<file path="src/ifs_pkg.sv">
package ifs_pkg;

    // ****************************************
    // geometry
    // ****************************************
    localparam int NUM_BANKS = 8;
    localparam int BANKS_PER_CONV = 4;
    localparam int PIX_W = 10;
    localparam int PIX_PER_BANK = 1000;
    localparam int ROW_PAIRS = 1500;
    localparam int SYNC_LEN = 4;
    localparam int CNT_W = 16;

    // ****************************************
    // timing
    // ****************************************
    localparam int CLK_MHZ = 100;
    localparam int CONV_NS = 8660;
    localparam int LINE_OVH_NS = 90;
    localparam int CONV_CYCLES = (CONV_NS * CLK_MHZ + 999) / 1000;
    localparam int LINE_OVH_CYCLES = (LINE_OVH_NS * CLK_MHZ + 999) / 1000;
    localparam int SYNTH_THRESH_MHZ = 313;
    localparam int XFER_SCALE = CONV_CYCLES * SYNTH_THRESH_MHZ;

    // ****************************************
    // register port
    // ****************************************
    localparam logic [15:0] ADDR_SHUTTER_MODE = 16'h01D1;
    localparam logic [15:0] ADDR_RUN_STATE = 16'h4019;
    localparam logic [15:0] ADDR_INTEG = 16'h0091;
    localparam logic [15:0] ADDR_FRAME_WAIT = 16'h4021;
    localparam logic [15:0] ADDR_SYNTH_MHZ = 16'h4023;
    localparam logic [15:0] ADDR_STATUS = 16'h4025;
    localparam int RW_BIT = 0;
    localparam int ADDR_BITS = 16;
    localparam int FRAME_BITS = 32;

    localparam logic [1:0] SHUTTER_GLOBAL = 2'h0;
    localparam logic [1:0] SHUTTER_ROLLING = 2'h1;
    localparam logic [15:0] RUN_STOPPED = 16'h0000;
    localparam logic [15:0] RUN_CONTINUOUS = 16'h0003;
    localparam logic [15:0] INTEG_RESET = 16'h0320;
    localparam logic [15:0] FRAME_WAIT_RESET = 16'h0001;
    localparam logic [15:0] SYNTH_MHZ_RESET = 16'h0140;

    // ****************************************
    // sync words
    // ****************************************
    localparam logic [9:0] SYNC_PRE0 = 10'h3FF;
    localparam logic [9:0] SYNC_PRE1 = 10'h000;
    localparam logic [9:0] SYNC_PRE2 = 10'h000;
    localparam logic [9:0] CODE_FRAME_BEGIN = 10'h2AC;
    localparam logic [9:0] CODE_ROW_BEGIN = 10'h200;
    localparam logic [9:0] CODE_FRAME_END = 10'h2D8;
    localparam logic [9:0] CODE_ROW_END = 10'h274;

    // ****************************************
    // carriers
    // ****************************************
    typedef struct packed {
        logic valid;
        logic [ADDR_BITS-1:0] addr;
        logic [15:0] data;
    } ifs_reg_wr_t;

    typedef struct packed {
        logic valid;
        logic [PIX_W-1:0] data;
    } ifs_bank_word_t;

    typedef ifs_bank_word_t [NUM_BANKS-1:0] ifs_bank_bus_t;
    typedef logic [BANKS_PER_CONV-1:0][PIX_W-1:0] ifs_pix_quad_t;

    typedef struct packed {
        logic pulse;
        logic [CNT_W-1:0] idx;
    } ifs_row_evt_t;

endpackage : ifs_pkg

</file>
<file path="src/ifs_serial_reg_port.sv">
`timescale 1ns/1ps
module ifs_serial_reg_port (
    input wire logic sys_clk,
    input wire logic rst,
    input wire logic spi_sclk,
    input wire logic spi_cs_n,
    input wire logic spi_mosi,
    output logic spi_miso,
    output logic spi_miso_oe,
    output ifs_pkg::ifs_reg_wr_t reg_wr,
    output logic [ifs_pkg::ADDR_BITS-1:0] rd_addr,
    input wire logic [15:0] rd_data
);
    import ifs_pkg::*;

    // ****************************************
    // pin synchronisers
    // ****************************************
    logic sclk_s1, sclk_s2, sclk_s3;
    logic cs_s1, cs_s2;
    logic mosi_s1, mosi_s2;

    always_ff @(posedge sys_clk or posedge rst) begin
        if (rst) begin
            sclk_s1 <= 1'b0;
            sclk_s2 <= 1'b0;
            sclk_s3 <= 1'b0;
            cs_s1 <= 1'b1;
            cs_s2 <= 1'b1;
            mosi_s1 <= 1'b0;
            mosi_s2 <= 1'b0;
        end else begin
            sclk_s1 <= spi_sclk;
            sclk_s2 <= sclk_s1;
            sclk_s3 <= sclk_s2;
            cs_s1 <= spi_cs_n;
            cs_s2 <= cs_s1;
            mosi_s1 <= spi_mosi;
            mosi_s2 <= mosi_s1;
        end
    end

    logic sclk_rise, sclk_fall, active;
    assign sclk_rise = sclk_s2 & ~sclk_s3;
    assign sclk_fall = ~sclk_s2 & sclk_s3;
    assign active = ~cs_s2;

    // ****************************************
    // shift and decode
    // ****************************************
    logic [5:0] bit_cnt;
    logic [15:0] addr_sr;
    logic [15:0] data_sr;
    logic [15:0] tx_sr;
    logic is_read;
    logic load_tx;

    always_ff @(posedge sys_clk or posedge rst) begin
        if (rst) begin
            bit_cnt <= '0;
            addr_sr <= '0;
            data_sr <= '0;
            is_read <= 1'b0;
            load_tx <= 1'b0;
            reg_wr <= '0;
        end else begin
            load_tx <= 1'b0;
            reg_wr.valid <= 1'b0;
            if (!active) begin
                bit_cnt <= '0;
                is_read <= 1'b0;
            end else if (sclk_rise && bit_cnt < 6'(FRAME_BITS)) begin
                bit_cnt <= bit_cnt + 6'h01;
                if (bit_cnt < 6'(ADDR_BITS)) begin
                    addr_sr <= {addr_sr[14:0], mosi_s2};
                end else begin
                    data_sr <= {data_sr[14:0], mosi_s2};
                end
                if (bit_cnt == 6'(ADDR_BITS - 1)) begin
                    is_read <= ~mosi_s2;
                    load_tx <= ~mosi_s2;
                end
                if (bit_cnt == 6'(FRAME_BITS - 1) && addr_sr[RW_BIT]) begin
                    reg_wr.valid <= 1'b1;
                    reg_wr.addr <= addr_sr;
                    reg_wr.data <= {data_sr[14:0], mosi_s2};
                end
            end
        end
    end

    assign rd_addr = addr_sr;

    // ****************************************
    // read data out, changed on falling sclk
    // ****************************************
    always_ff @(posedge sys_clk or posedge rst) begin
        if (rst) begin
            tx_sr <= '0;
            spi_miso <= 1'b0;
            spi_miso_oe <= 1'b0;
        end else begin
            spi_miso_oe <= active & is_read;
            if (load_tx) begin
                tx_sr <= rd_data;
            end else if (active && is_read && sclk_fall) begin
                spi_miso <= tx_sr[15];
                tx_sr <= {tx_sr[14:0], 1'b0};
            end
        end
    end

endmodule : ifs_serial_reg_port

</file>
<file path="src/ifs_frame_sequencer.sv">
// Overview of operation
// - register address bit 0 is the direction: even reads, odd writes
// - sync words placed at start and end of every row on all 8 banks
// - default overlapped readout: row output overlaps next row conversion
// - conversion is 8.66 us; transfer time dominates below 313 MHz synth
// - row pair period does not depend on shutter type
// - two rows always output together, four banks per converter
// - frame timing counted in row pair periods
// - frame has integration, readout and frame wait; integration overlaps them
// - long integration stretches the frame with extra blanking
// - short integration start is delayed to end at readout start
// - readout begins right after integration ends
// - readout lasts row pairs read times row pair period
// - global shutter: whole array starts and ends integration together
// - rolling shutter: equal integration per row, staggered top to bottom
// - shutter type chosen by bits 1:0 of the shutter mode register
// - capture runs while request pin held or run state written to 3
// - pin still asserted at next integration start gives one more frame
// - defaults: frame wait of one row pair, row pair period 8.75 us
// - even rows to banks 0,2,4,6; odd rows to banks 1,3,5,7
// - each bank sends both begin codes and both end codes
`timescale 1ns/1ps
module ifs_frame_sequencer (
    input wire logic sys_clk,
    input wire logic rst,
    input wire logic frame_request_pin,
    input wire logic lvds_clk,
    input wire logic spi_sclk,
    input wire logic spi_cs_n,
    input wire logic spi_mosi,
    output logic spi_miso,
    output logic spi_miso_oe,
    input wire ifs_pkg::ifs_pix_quad_t pix_even,
    input wire ifs_pkg::ifs_pix_quad_t pix_odd,
    output logic [ifs_pkg::CNT_W-1:0] pix_col,
    output logic [ifs_pkg::CNT_W-1:0] pix_row_pair,
    output ifs_pkg::ifs_bank_bus_t bank_out,
    output logic global_reset,
    output logic global_transfer,
    output ifs_pkg::ifs_row_evt_t row_reset,
    output ifs_pkg::ifs_row_evt_t row_read,
    output logic capture_active
);
    import ifs_pkg::*;

    // ****************************************
    // register port
    // ****************************************
    ifs_reg_wr_t reg_wr;
    logic [ADDR_BITS-1:0] rd_addr;
    logic [15:0] rd_data;

    ifs_serial_reg_port u_port (
        .sys_clk(sys_clk),
        .rst(rst),
        .spi_sclk(spi_sclk),
        .spi_cs_n(spi_cs_n),
        .spi_mosi(spi_mosi),
        .spi_miso(spi_miso),
        .spi_miso_oe(spi_miso_oe),
        .reg_wr(reg_wr),
        .rd_addr(rd_addr),
        .rd_data(rd_data)
    );

    logic [15:0] shutter_mode_select;
    logic [15:0] run_state_control;
    logic [15:0] integration_row_pairs;
    logic [15:0] frame_wait_row_pairs;
    logic [15:0] synth_mhz;
    logic continuous_capture_state, armed, reading;

    function automatic logic hit(input logic [15:0] a, input logic [15:0] b);
        return a[15:1] == b[15:1];
    endfunction : hit

    always_ff @(posedge sys_clk or posedge rst) begin
        if (rst) begin
            shutter_mode_select <= {14'h0000, SHUTTER_GLOBAL};
            run_state_control <= RUN_STOPPED;
            integration_row_pairs <= INTEG_RESET;
            frame_wait_row_pairs <= FRAME_WAIT_RESET;
            synth_mhz <= SYNTH_MHZ_RESET;
        end else if (reg_wr.valid) begin
            if (hit(reg_wr.addr, ADDR_SHUTTER_MODE)) shutter_mode_select <= reg_wr.data;
            if (hit(reg_wr.addr, ADDR_RUN_STATE)) run_state_control <= reg_wr.data;
            if (hit(reg_wr.addr, ADDR_INTEG)) integration_row_pairs <= reg_wr.data;
            if (hit(reg_wr.addr, ADDR_FRAME_WAIT)) frame_wait_row_pairs <= reg_wr.data;
            if (hit(reg_wr.addr, ADDR_SYNTH_MHZ)) synth_mhz <= reg_wr.data;
        end
    end

    always_comb begin
        rd_data = 16'h0000;
        if (hit(rd_addr, ADDR_SHUTTER_MODE)) rd_data = shutter_mode_select;
        if (hit(rd_addr, ADDR_RUN_STATE)) rd_data = run_state_control;
        if (hit(rd_addr, ADDR_INTEG)) rd_data = integration_row_pairs;
        if (hit(rd_addr, ADDR_FRAME_WAIT)) rd_data = frame_wait_row_pairs;
        if (hit(rd_addr, ADDR_SYNTH_MHZ)) rd_data = synth_mhz;
        if (hit(rd_addr, ADDR_STATUS)) rd_data = {13'h0000, reading, armed, continuous_capture_state};
    end

    // ****************************************
    // input synchronisers
    // ****************************************
    logic trig_s1, trig_s2, lclk_s1, lclk_s2, lclk_s3;

    always_ff @(posedge sys_clk or posedge rst) begin
        if (rst) begin
            trig_s1 <= 1'b0;
            trig_s2 <= 1'b0;
            lclk_s1 <= 1'b0;
            lclk_s2 <= 1'b0;
            lclk_s3 <= 1'b0;
        end else begin
            trig_s1 <= frame_request_pin;
            trig_s2 <= trig_s1;
            lclk_s1 <= lvds_clk;
            lclk_s2 <= lclk_s1;
            lclk_s3 <= lclk_s2;
        end
    end

    logic lvds_tick, capture_req, rolling;
    assign lvds_tick = lclk_s2 & ~lclk_s3;
    assign capture_req = trig_s2 | (run_state_control == RUN_CONTINUOUS);
    assign rolling = shutter_mode_select[1:0] == SHUTTER_ROLLING;

    // ****************************************
    // row pair period
    // ****************************************
    logic [31:0] xfer_cycles, line_cycles;
    logic [31:0] lp_cnt;
    logic rp_tick;

    always_comb begin
        xfer_cycles = (synth_mhz == 16'h0000) ? 32'(XFER_SCALE) : 32'(XFER_SCALE) / {16'h0000, synth_mhz};
        // the slower of transfer and conversion sets the period, same for both shutters
        line_cycles = ((xfer_cycles > 32'(CONV_CYCLES)) ? xfer_cycles : 32'(CONV_CYCLES))
                      + 32'(LINE_OVH_CYCLES);
    end

    always_ff @(posedge sys_clk or posedge rst) begin
        if (rst) begin
            lp_cnt <= '0;
        end else if (lp_cnt >= line_cycles - 32'h1) begin
            lp_cnt <= '0;
        end else begin
            lp_cnt <= lp_cnt + 32'h1;
        end
    end
    assign rp_tick = lp_cnt >= line_cycles - 32'h1;

    // ****************************************
    // frame sequencing in row pair units
    // ****************************************
    logic [CNT_W-1:0] integ, busy_len, frame_len, start_pos, pos;
    logic [CNT_W-1:0] next_pos;
    logic next_continuous_capture_state, next_armed, next_reading, int_start, int_end;

    always_comb begin
        integ = (integration_row_pairs == 16'h0000) ? 16'h0001 : integration_row_pairs;
        busy_len = 16'(ROW_PAIRS) + frame_wait_row_pairs;
        frame_len = (integ > busy_len) ? integ : busy_len;
        start_pos = frame_len - integ;
        next_pos = pos;
        next_continuous_capture_state = continuous_capture_state;
        next_armed = armed;
        next_reading = reading;
        int_start = 1'b0;
        int_end = 1'b0;
        if (!continuous_capture_state) begin
            if (capture_req) begin
                next_continuous_capture_state = 1'b1;
                next_pos = start_pos;
                next_armed = 1'b1;
                int_start = 1'b1;
            end
        end else begin
            next_pos = (pos >= frame_len - 16'h0001) ? 16'h0000 : pos + 16'h0001;
            if (next_pos == 16'h0000) begin
                next_reading = armed;
                int_end = armed;
                next_armed = 1'b0;
            end
            if (next_pos == start_pos && capture_req) begin
                next_armed = 1'b1;
                int_start = 1'b1;
            end
            if (next_pos == 16'h0000 && !next_armed && !armed) begin
                next_continuous_capture_state = 1'b0;
                next_reading = 1'b0;
            end
        end
    end

    always_ff @(posedge sys_clk or posedge rst) begin
        if (rst) begin
            continuous_capture_state <= 1'b0;
            armed <= 1'b0;
            reading <= 1'b0;
            pos <= '0;
        end else if (rp_tick) begin
            continuous_capture_state <= next_continuous_capture_state;
            armed <= next_armed;
            reading <= next_reading;
            pos <= next_pos;
        end
    end

    // ****************************************
    // shutter strobes
    // ****************************************
    logic rs_active;
    logic [CNT_W-1:0] rs_idx;
    logic read_go;
    assign read_go = rp_tick && next_reading && next_pos < 16'(ROW_PAIRS);

    always_ff @(posedge sys_clk or posedge rst) begin
        if (rst) begin
            global_reset <= 1'b0;
            global_transfer <= 1'b0;
            row_read <= '0;
            capture_active <= 1'b0;
        end else begin
            global_reset <= rp_tick && int_start && !rolling;
            global_transfer <= rp_tick && int_end && !rolling;
            row_read.pulse <= read_go;
            if (read_go) row_read.idx <= next_pos;
            capture_active <= rp_tick ? next_continuous_capture_state : continuous_capture_state;
        end
    end

    always_ff @(posedge sys_clk or posedge rst) begin
        if (rst) begin
            rs_active <= 1'b0;
            rs_idx <= '0;
            row_reset <= '0;
        end else begin
            row_reset.pulse <= 1'b0;
            if (rp_tick && int_start && rolling) begin
                rs_active <= 1'b1;
                rs_idx <= 16'h0001;
                row_reset.pulse <= 1'b1;
                row_reset.idx <= '0;
            end else if (rp_tick && rs_active) begin
                rs_active <= rs_idx < 16'(ROW_PAIRS - 1);
                rs_idx <= rs_idx + 16'h0001;
                row_reset.pulse <= 1'b1;
                row_reset.idx <= rs_idx;
            end
        end
    end

    // ****************************************
    // output row engine
    // ****************************************
    typedef enum logic [1:0] {O_IDLE, O_HEAD, O_PIX, O_TAIL} ifs_out_state_t;
    ifs_out_state_t ostate;
    logic [CNT_W-1:0] ocnt;
    logic pend, pend_first, pend_last, row_first, row_last;
    logic [CNT_W-1:0] pend_idx;

    function automatic logic [9:0] sync_word(input logic [CNT_W-1:0] k, input logic [9:0] code);
        logic [9:0] w;
        w = code;
        if (k == 16'h0000) w = SYNC_PRE0;
        if (k == 16'h0001) w = SYNC_PRE1;
        if (k == 16'h0002) w = SYNC_PRE2;
        return w;
    endfunction : sync_word

    always_ff @(posedge sys_clk or posedge rst) begin
        if (rst) begin
            pend <= 1'b0;
            pend_first <= 1'b0;
            pend_last <= 1'b0;
            pend_idx <= '0;
        end else if (row_read.pulse) begin
            pend <= 1'b1;
            pend_first <= row_read.idx == 16'h0000;
            pend_last <= row_read.idx == 16'(ROW_PAIRS - 1);
            pend_idx <= row_read.idx;
        end else if (lvds_tick && ostate == O_IDLE) begin
            pend <= 1'b0;
        end
    end

    always_ff @(posedge sys_clk or posedge rst) begin
        if (rst) begin
            ostate <= O_IDLE;
            ocnt <= '0;
            row_first <= 1'b0;
            row_last <= 1'b0;
            pix_row_pair <= '0;
        end else if (lvds_tick) begin
            ocnt <= ocnt + 16'h0001;
            unique case (ostate)
                O_IDLE: begin
                    ocnt <= '0;
                    if (pend) begin
                        ostate <= O_HEAD;
                        row_first <= pend_first;
                        row_last <= pend_last;
                        pix_row_pair <= pend_idx;
                    end
                end
                O_HEAD: if (ocnt == 16'(SYNC_LEN - 1)) begin
                    ostate <= O_PIX;
                    ocnt <= '0;
                end
                O_PIX: if (ocnt == 16'(PIX_PER_BANK - 1)) begin
                    ostate <= O_TAIL;
                    ocnt <= '0;
                end
                O_TAIL: if (ocnt == 16'(SYNC_LEN - 1)) begin
                    ostate <= O_IDLE;
                    ocnt <= '0;
                end
            endcase
        end
    end

    assign pix_col = ocnt;

    genvar b;
    generate
        for (b = 0; b < NUM_BANKS; b++) begin : g_bank
            always_ff @(posedge sys_clk or posedge rst) begin
                if (rst) begin
                    bank_out[b] <= '0;
                end else begin
                    bank_out[b].valid <= lvds_tick && ostate != O_IDLE;
                    if (lvds_tick) begin
                        unique case (ostate)
                            O_IDLE: bank_out[b].data <= '0;
                            O_HEAD: bank_out[b].data <= sync_word(ocnt,
                                row_first ? CODE_FRAME_BEGIN : CODE_ROW_BEGIN);
                            O_PIX: bank_out[b].data <= (b % 2 == 0) ? pix_even[b / 2]
                                                                    : pix_odd[b / 2];
                            O_TAIL: bank_out[b].data <= sync_word(ocnt,
                                row_last ? CODE_FRAME_END : CODE_ROW_END);
                        endcase
                    end
                end
            end
        end
    endgenerate

endmodule : ifs_frame_sequencer

</file>
<file path="config.mk">
export PLATFORM = sky130hd
export DESIGN_NAME = ifs_frame_sequencer
export DESIGN_NICKNAME = d
export VERILOG_FILES = /design/src/ifs_pkg.sv /design/src/ifs_serial_reg_port.sv /design/src/ifs_frame_sequencer.sv
export SDC_FILE = /design/constraint.sdc
export NUM_CORES = 2
export LEC_CHECK = 0
export ABC_CLOCK_PERIOD_IN_PS = 192400
export BUFFER_PORTS_ARGS = -buffer_cell sky130_fd_sc_hd__buf_2
export CELL_PAD_IN_SITES_DETAIL_PLACEMENT = 0
export CELL_PAD_IN_SITES_GLOBAL_PLACEMENT = 1
export CORE_AREA = 5 5 294 411
export DETAILED_ROUTE_END_ITERATION = 10
export DIE_AREA = 0 0 299 416
export GPL_TIMING_DRIVEN = 0
export PLACE_DENSITY = 0.73
export SLEW_MARGIN = 20
export SYNTH_ARGS = -nofsm -noshare
export SYNTH_HDL_FRONTEND = slang
export SYNTH_SLANG_ARGS = --single-unit
</file>
<file path="constraint.sdc">
create_clock -name sys_clk -period 192.4 [get_ports sys_clk]
set_input_delay 0 -clock sys_clk [delete_from_list [all_inputs] [get_ports sys_clk]]
set_output_delay 0 -clock sys_clk [all_outputs]
set_load 0.01 [all_outputs]
</file>
==> impl_metrics.ini <==
[detailed_routing]
drtIter0Drc = 2440
drt-total-wl_um = 151000
drc = 0
routedWlPerCell_um = 19.5
vias = 45000
antenna_left = 0
vias_per_cell = 5.78
drt_pass1_iterations = 9

[logic_synthesis]
synth_edf_count = 0
ys.flop_type = dfrtp_1
syn_inst = 5822
synth.most_common_cell = nor2_1
yosysSeqAreaShare_pct = 22.8
synth_compound_area_share_pct = 24.7
synth-simple-area-share_pct = 21.2
synth_fa_ha_area_share_pct = 12.3
yosysTopAreaCellShare_pct = 22.3
synth.distinct_cells = 118
synth_fp_nets = 6364
yosys.area.top_type = dfrtp_1
yosysWarnings = 0
yosys-top-cells-count = nor2_1, nand2_1, a21oi_1
async_flop_share_pct = 100
ys_ff_latch = 421
synth_top_family_by_area = compound AO/OA/AOI/OAI gates
synth.area.top_cells = dfrtp_1, ha_1, mux2_2
synthesis.area_um2 = 46300
synth.avg_cell_area_um2 = 7.96
synthXorXnorAreaFrac_pct = 6.88
muxShareOfSynthArea_pct = 7.94

[cells_and_area]
nFillCells = 11900
final_area_um2 = 52300
multi_input_area_um2 = 33900
seqCellArea_um2 = 10500
drive_gt1_share_pct = 12.2
area_growth_pct = 13.0
nets = 6761

[worst_setup_path]
crit_fanout = 13
cp-end-kind = register
critPathKind = register to register
cp.arrival_ps = 115940
critical_path_required_ps = 192880
cp-start-kind = register
worst_path_most_repeated_cell = o21ai_0
cp_slowest_cell = a221oi_1
max_stage_delay_ps = 960

[placed_design]
io_buffers = 245
place_congestion = 0.878
place_area_um2 = 49800
dp.final_hpwl_um = 121000
place_ws_ps = 77820

[floorplanning]
dieArea_um2 = 124000
start_util_pct = 39.6
io_pins = 246
coreArea_um2 = 117000
fp.dieW_um = 299
die_h_um = 416
core.rowCount = 149

[clocking]
cts_made_buffers = 48
cts_setup_buffers = 0
clk_pin_slew_worst_paths_ps = 70
h-tree-depth = 2
cts_buffer_depth = 3
cts-root-buf = clkbuf_16
clock-sinks = 421
cts_tree = done
cts_resized = 0
clock_latency_ps = 600

[sta]
rsz0062_at_grt = false
slew_headroom_pct = 24.7
final.setup.worst_slack_ps = 76940
hold_violations = 0
tightest_slew_ps = 1100
fmax_mhz = 8.66
fin_tns_setup_ps = 0
timing.final.crit_share_pct = 60.0
setup_viol = 0
fin_skew_ps = 25.0
min_period_ps = 115460
drv_slew = 0

[pwr]
max-vdd-ir-drop_uv = 5.82
leakage_nw = 24.1
power_density_nw_per_um2 = 3.66

[global_route]
grt_first_pass_wirelength_um = 238000
grt_pass1_vias = 44500
grt_max_degree = 109
antenna_found_initial = 12
grt_overflow = 0
grt_use_total_pct = 23.1

[flow_run]
drv_cap = 0

[run_status]
status = finished clean

[hold_path]
hold_class = input port to register
## metal layers
metal / vias to the layer above / GRT usage [%] / wire (µm)
li1: 22100 / - / -
met3: 264 / 1.80 / 4650
met1: 21700 / 27.1 / 63000
met2: 884 / 44.0 / 78200
met5: - / 0 / 0
met4: 0 / 7.72 / 5540
## per-stage QoR
stage | hold slack, ps | utilization [%] | total power, mW | std cells
detailed placement | -21.4 | 42.6 | 0.0985 | 7592
global placement | 123 | 42.2 | 0.0982 | 7577
global route | 67.1 | 44.7 | 0.198 | 7776
CTS | 40.3 | 44.7 | 0.194 | 7765
finish | 66.7 | 44.7 | 0.192 | 7776
floorplan | 4.48 | - | 0.0955 | 5822
## where the power goes
part           switching [mW]  internal (mW)
logic                 0.00439        0.00332
registers             0.00106         0.0895
clock network          0.0395         0.0538
total                  0.0450          0.147
## critical path, delay by kind of cell (launching register included)
family	cells	cell delay (ps)
fa+ha+maj	32	10420
simple gates	133	23320
buf+inv	64	23260
flops	1	540
compound gates	255	56220
mux	3	1260
## registers in the layout, summed over array words and instances, names as in the netlist, 17 cells and up
name           flops
bank_out          81
row_read          17
lp_cnt            32
row_reset         17
u_port.reg_wr     32
## path summary, 6_finish.rpt
check / from / to / slack, ps / depth (start not counted)
worst max-delay path: synth_mhz[0] / row_read[0] / 76940 / 487
worst min-delay path: spi_sclk / u_port.sclk_s1 / 70 / 2
worst max register to register: synth_mhz[0] / row_read[0] / 76940 / 487
worst min register to register: lclk_s1 / lclk_s2 / 360 / 0
max in group asynchronous: rst / bank_out[59] / 190250 / 7
min in group asynchronous: rst / rs_idx[1] / 520 / 4
## layout by cell type (no fill, tap or decap), types with 187 or more instances in the layout
master,synthesis,routed
xnor2_1,228,228
dfrtp_1,413,413
nor2_1,553,553
clkbuf_1,180,187
mux2_2,256,256
ha_1,454,454
nand2_1,508,508
a21oi_1,491,491
inv_1,254,240
o21ai_0,411,411
buf_2,14,260
## layout make-up
cell class | count | area share, %
inverters | 254 | 1.84
clock inverters | 23 | 0.490
repair buffers | 347 | 4.69
multi-input cells | 4911 | 64.7
diodes | 11 | 0.0526
clock buffers | 63 | 2.58
well taps | 1510 | 3.61
plain buffers | 236 | 1.86
flip-flops and latches | 421 | 20.1
## repair_timing
action	in CTS	in global routing
hold buffers	87	0
endpoints found under the setup margin	0	0
endpoints found under the hold margin	201	0
## cells by family after synthesis
kind of cell    count (synthesis)
buf+inv                       490
mux                           332
xor+xnor                      363
fa+ha+maj                     455
other cells                     1
flops                         421
compound gates               1759
simple gates                 2001
Power figures use the tool's default switching activity.
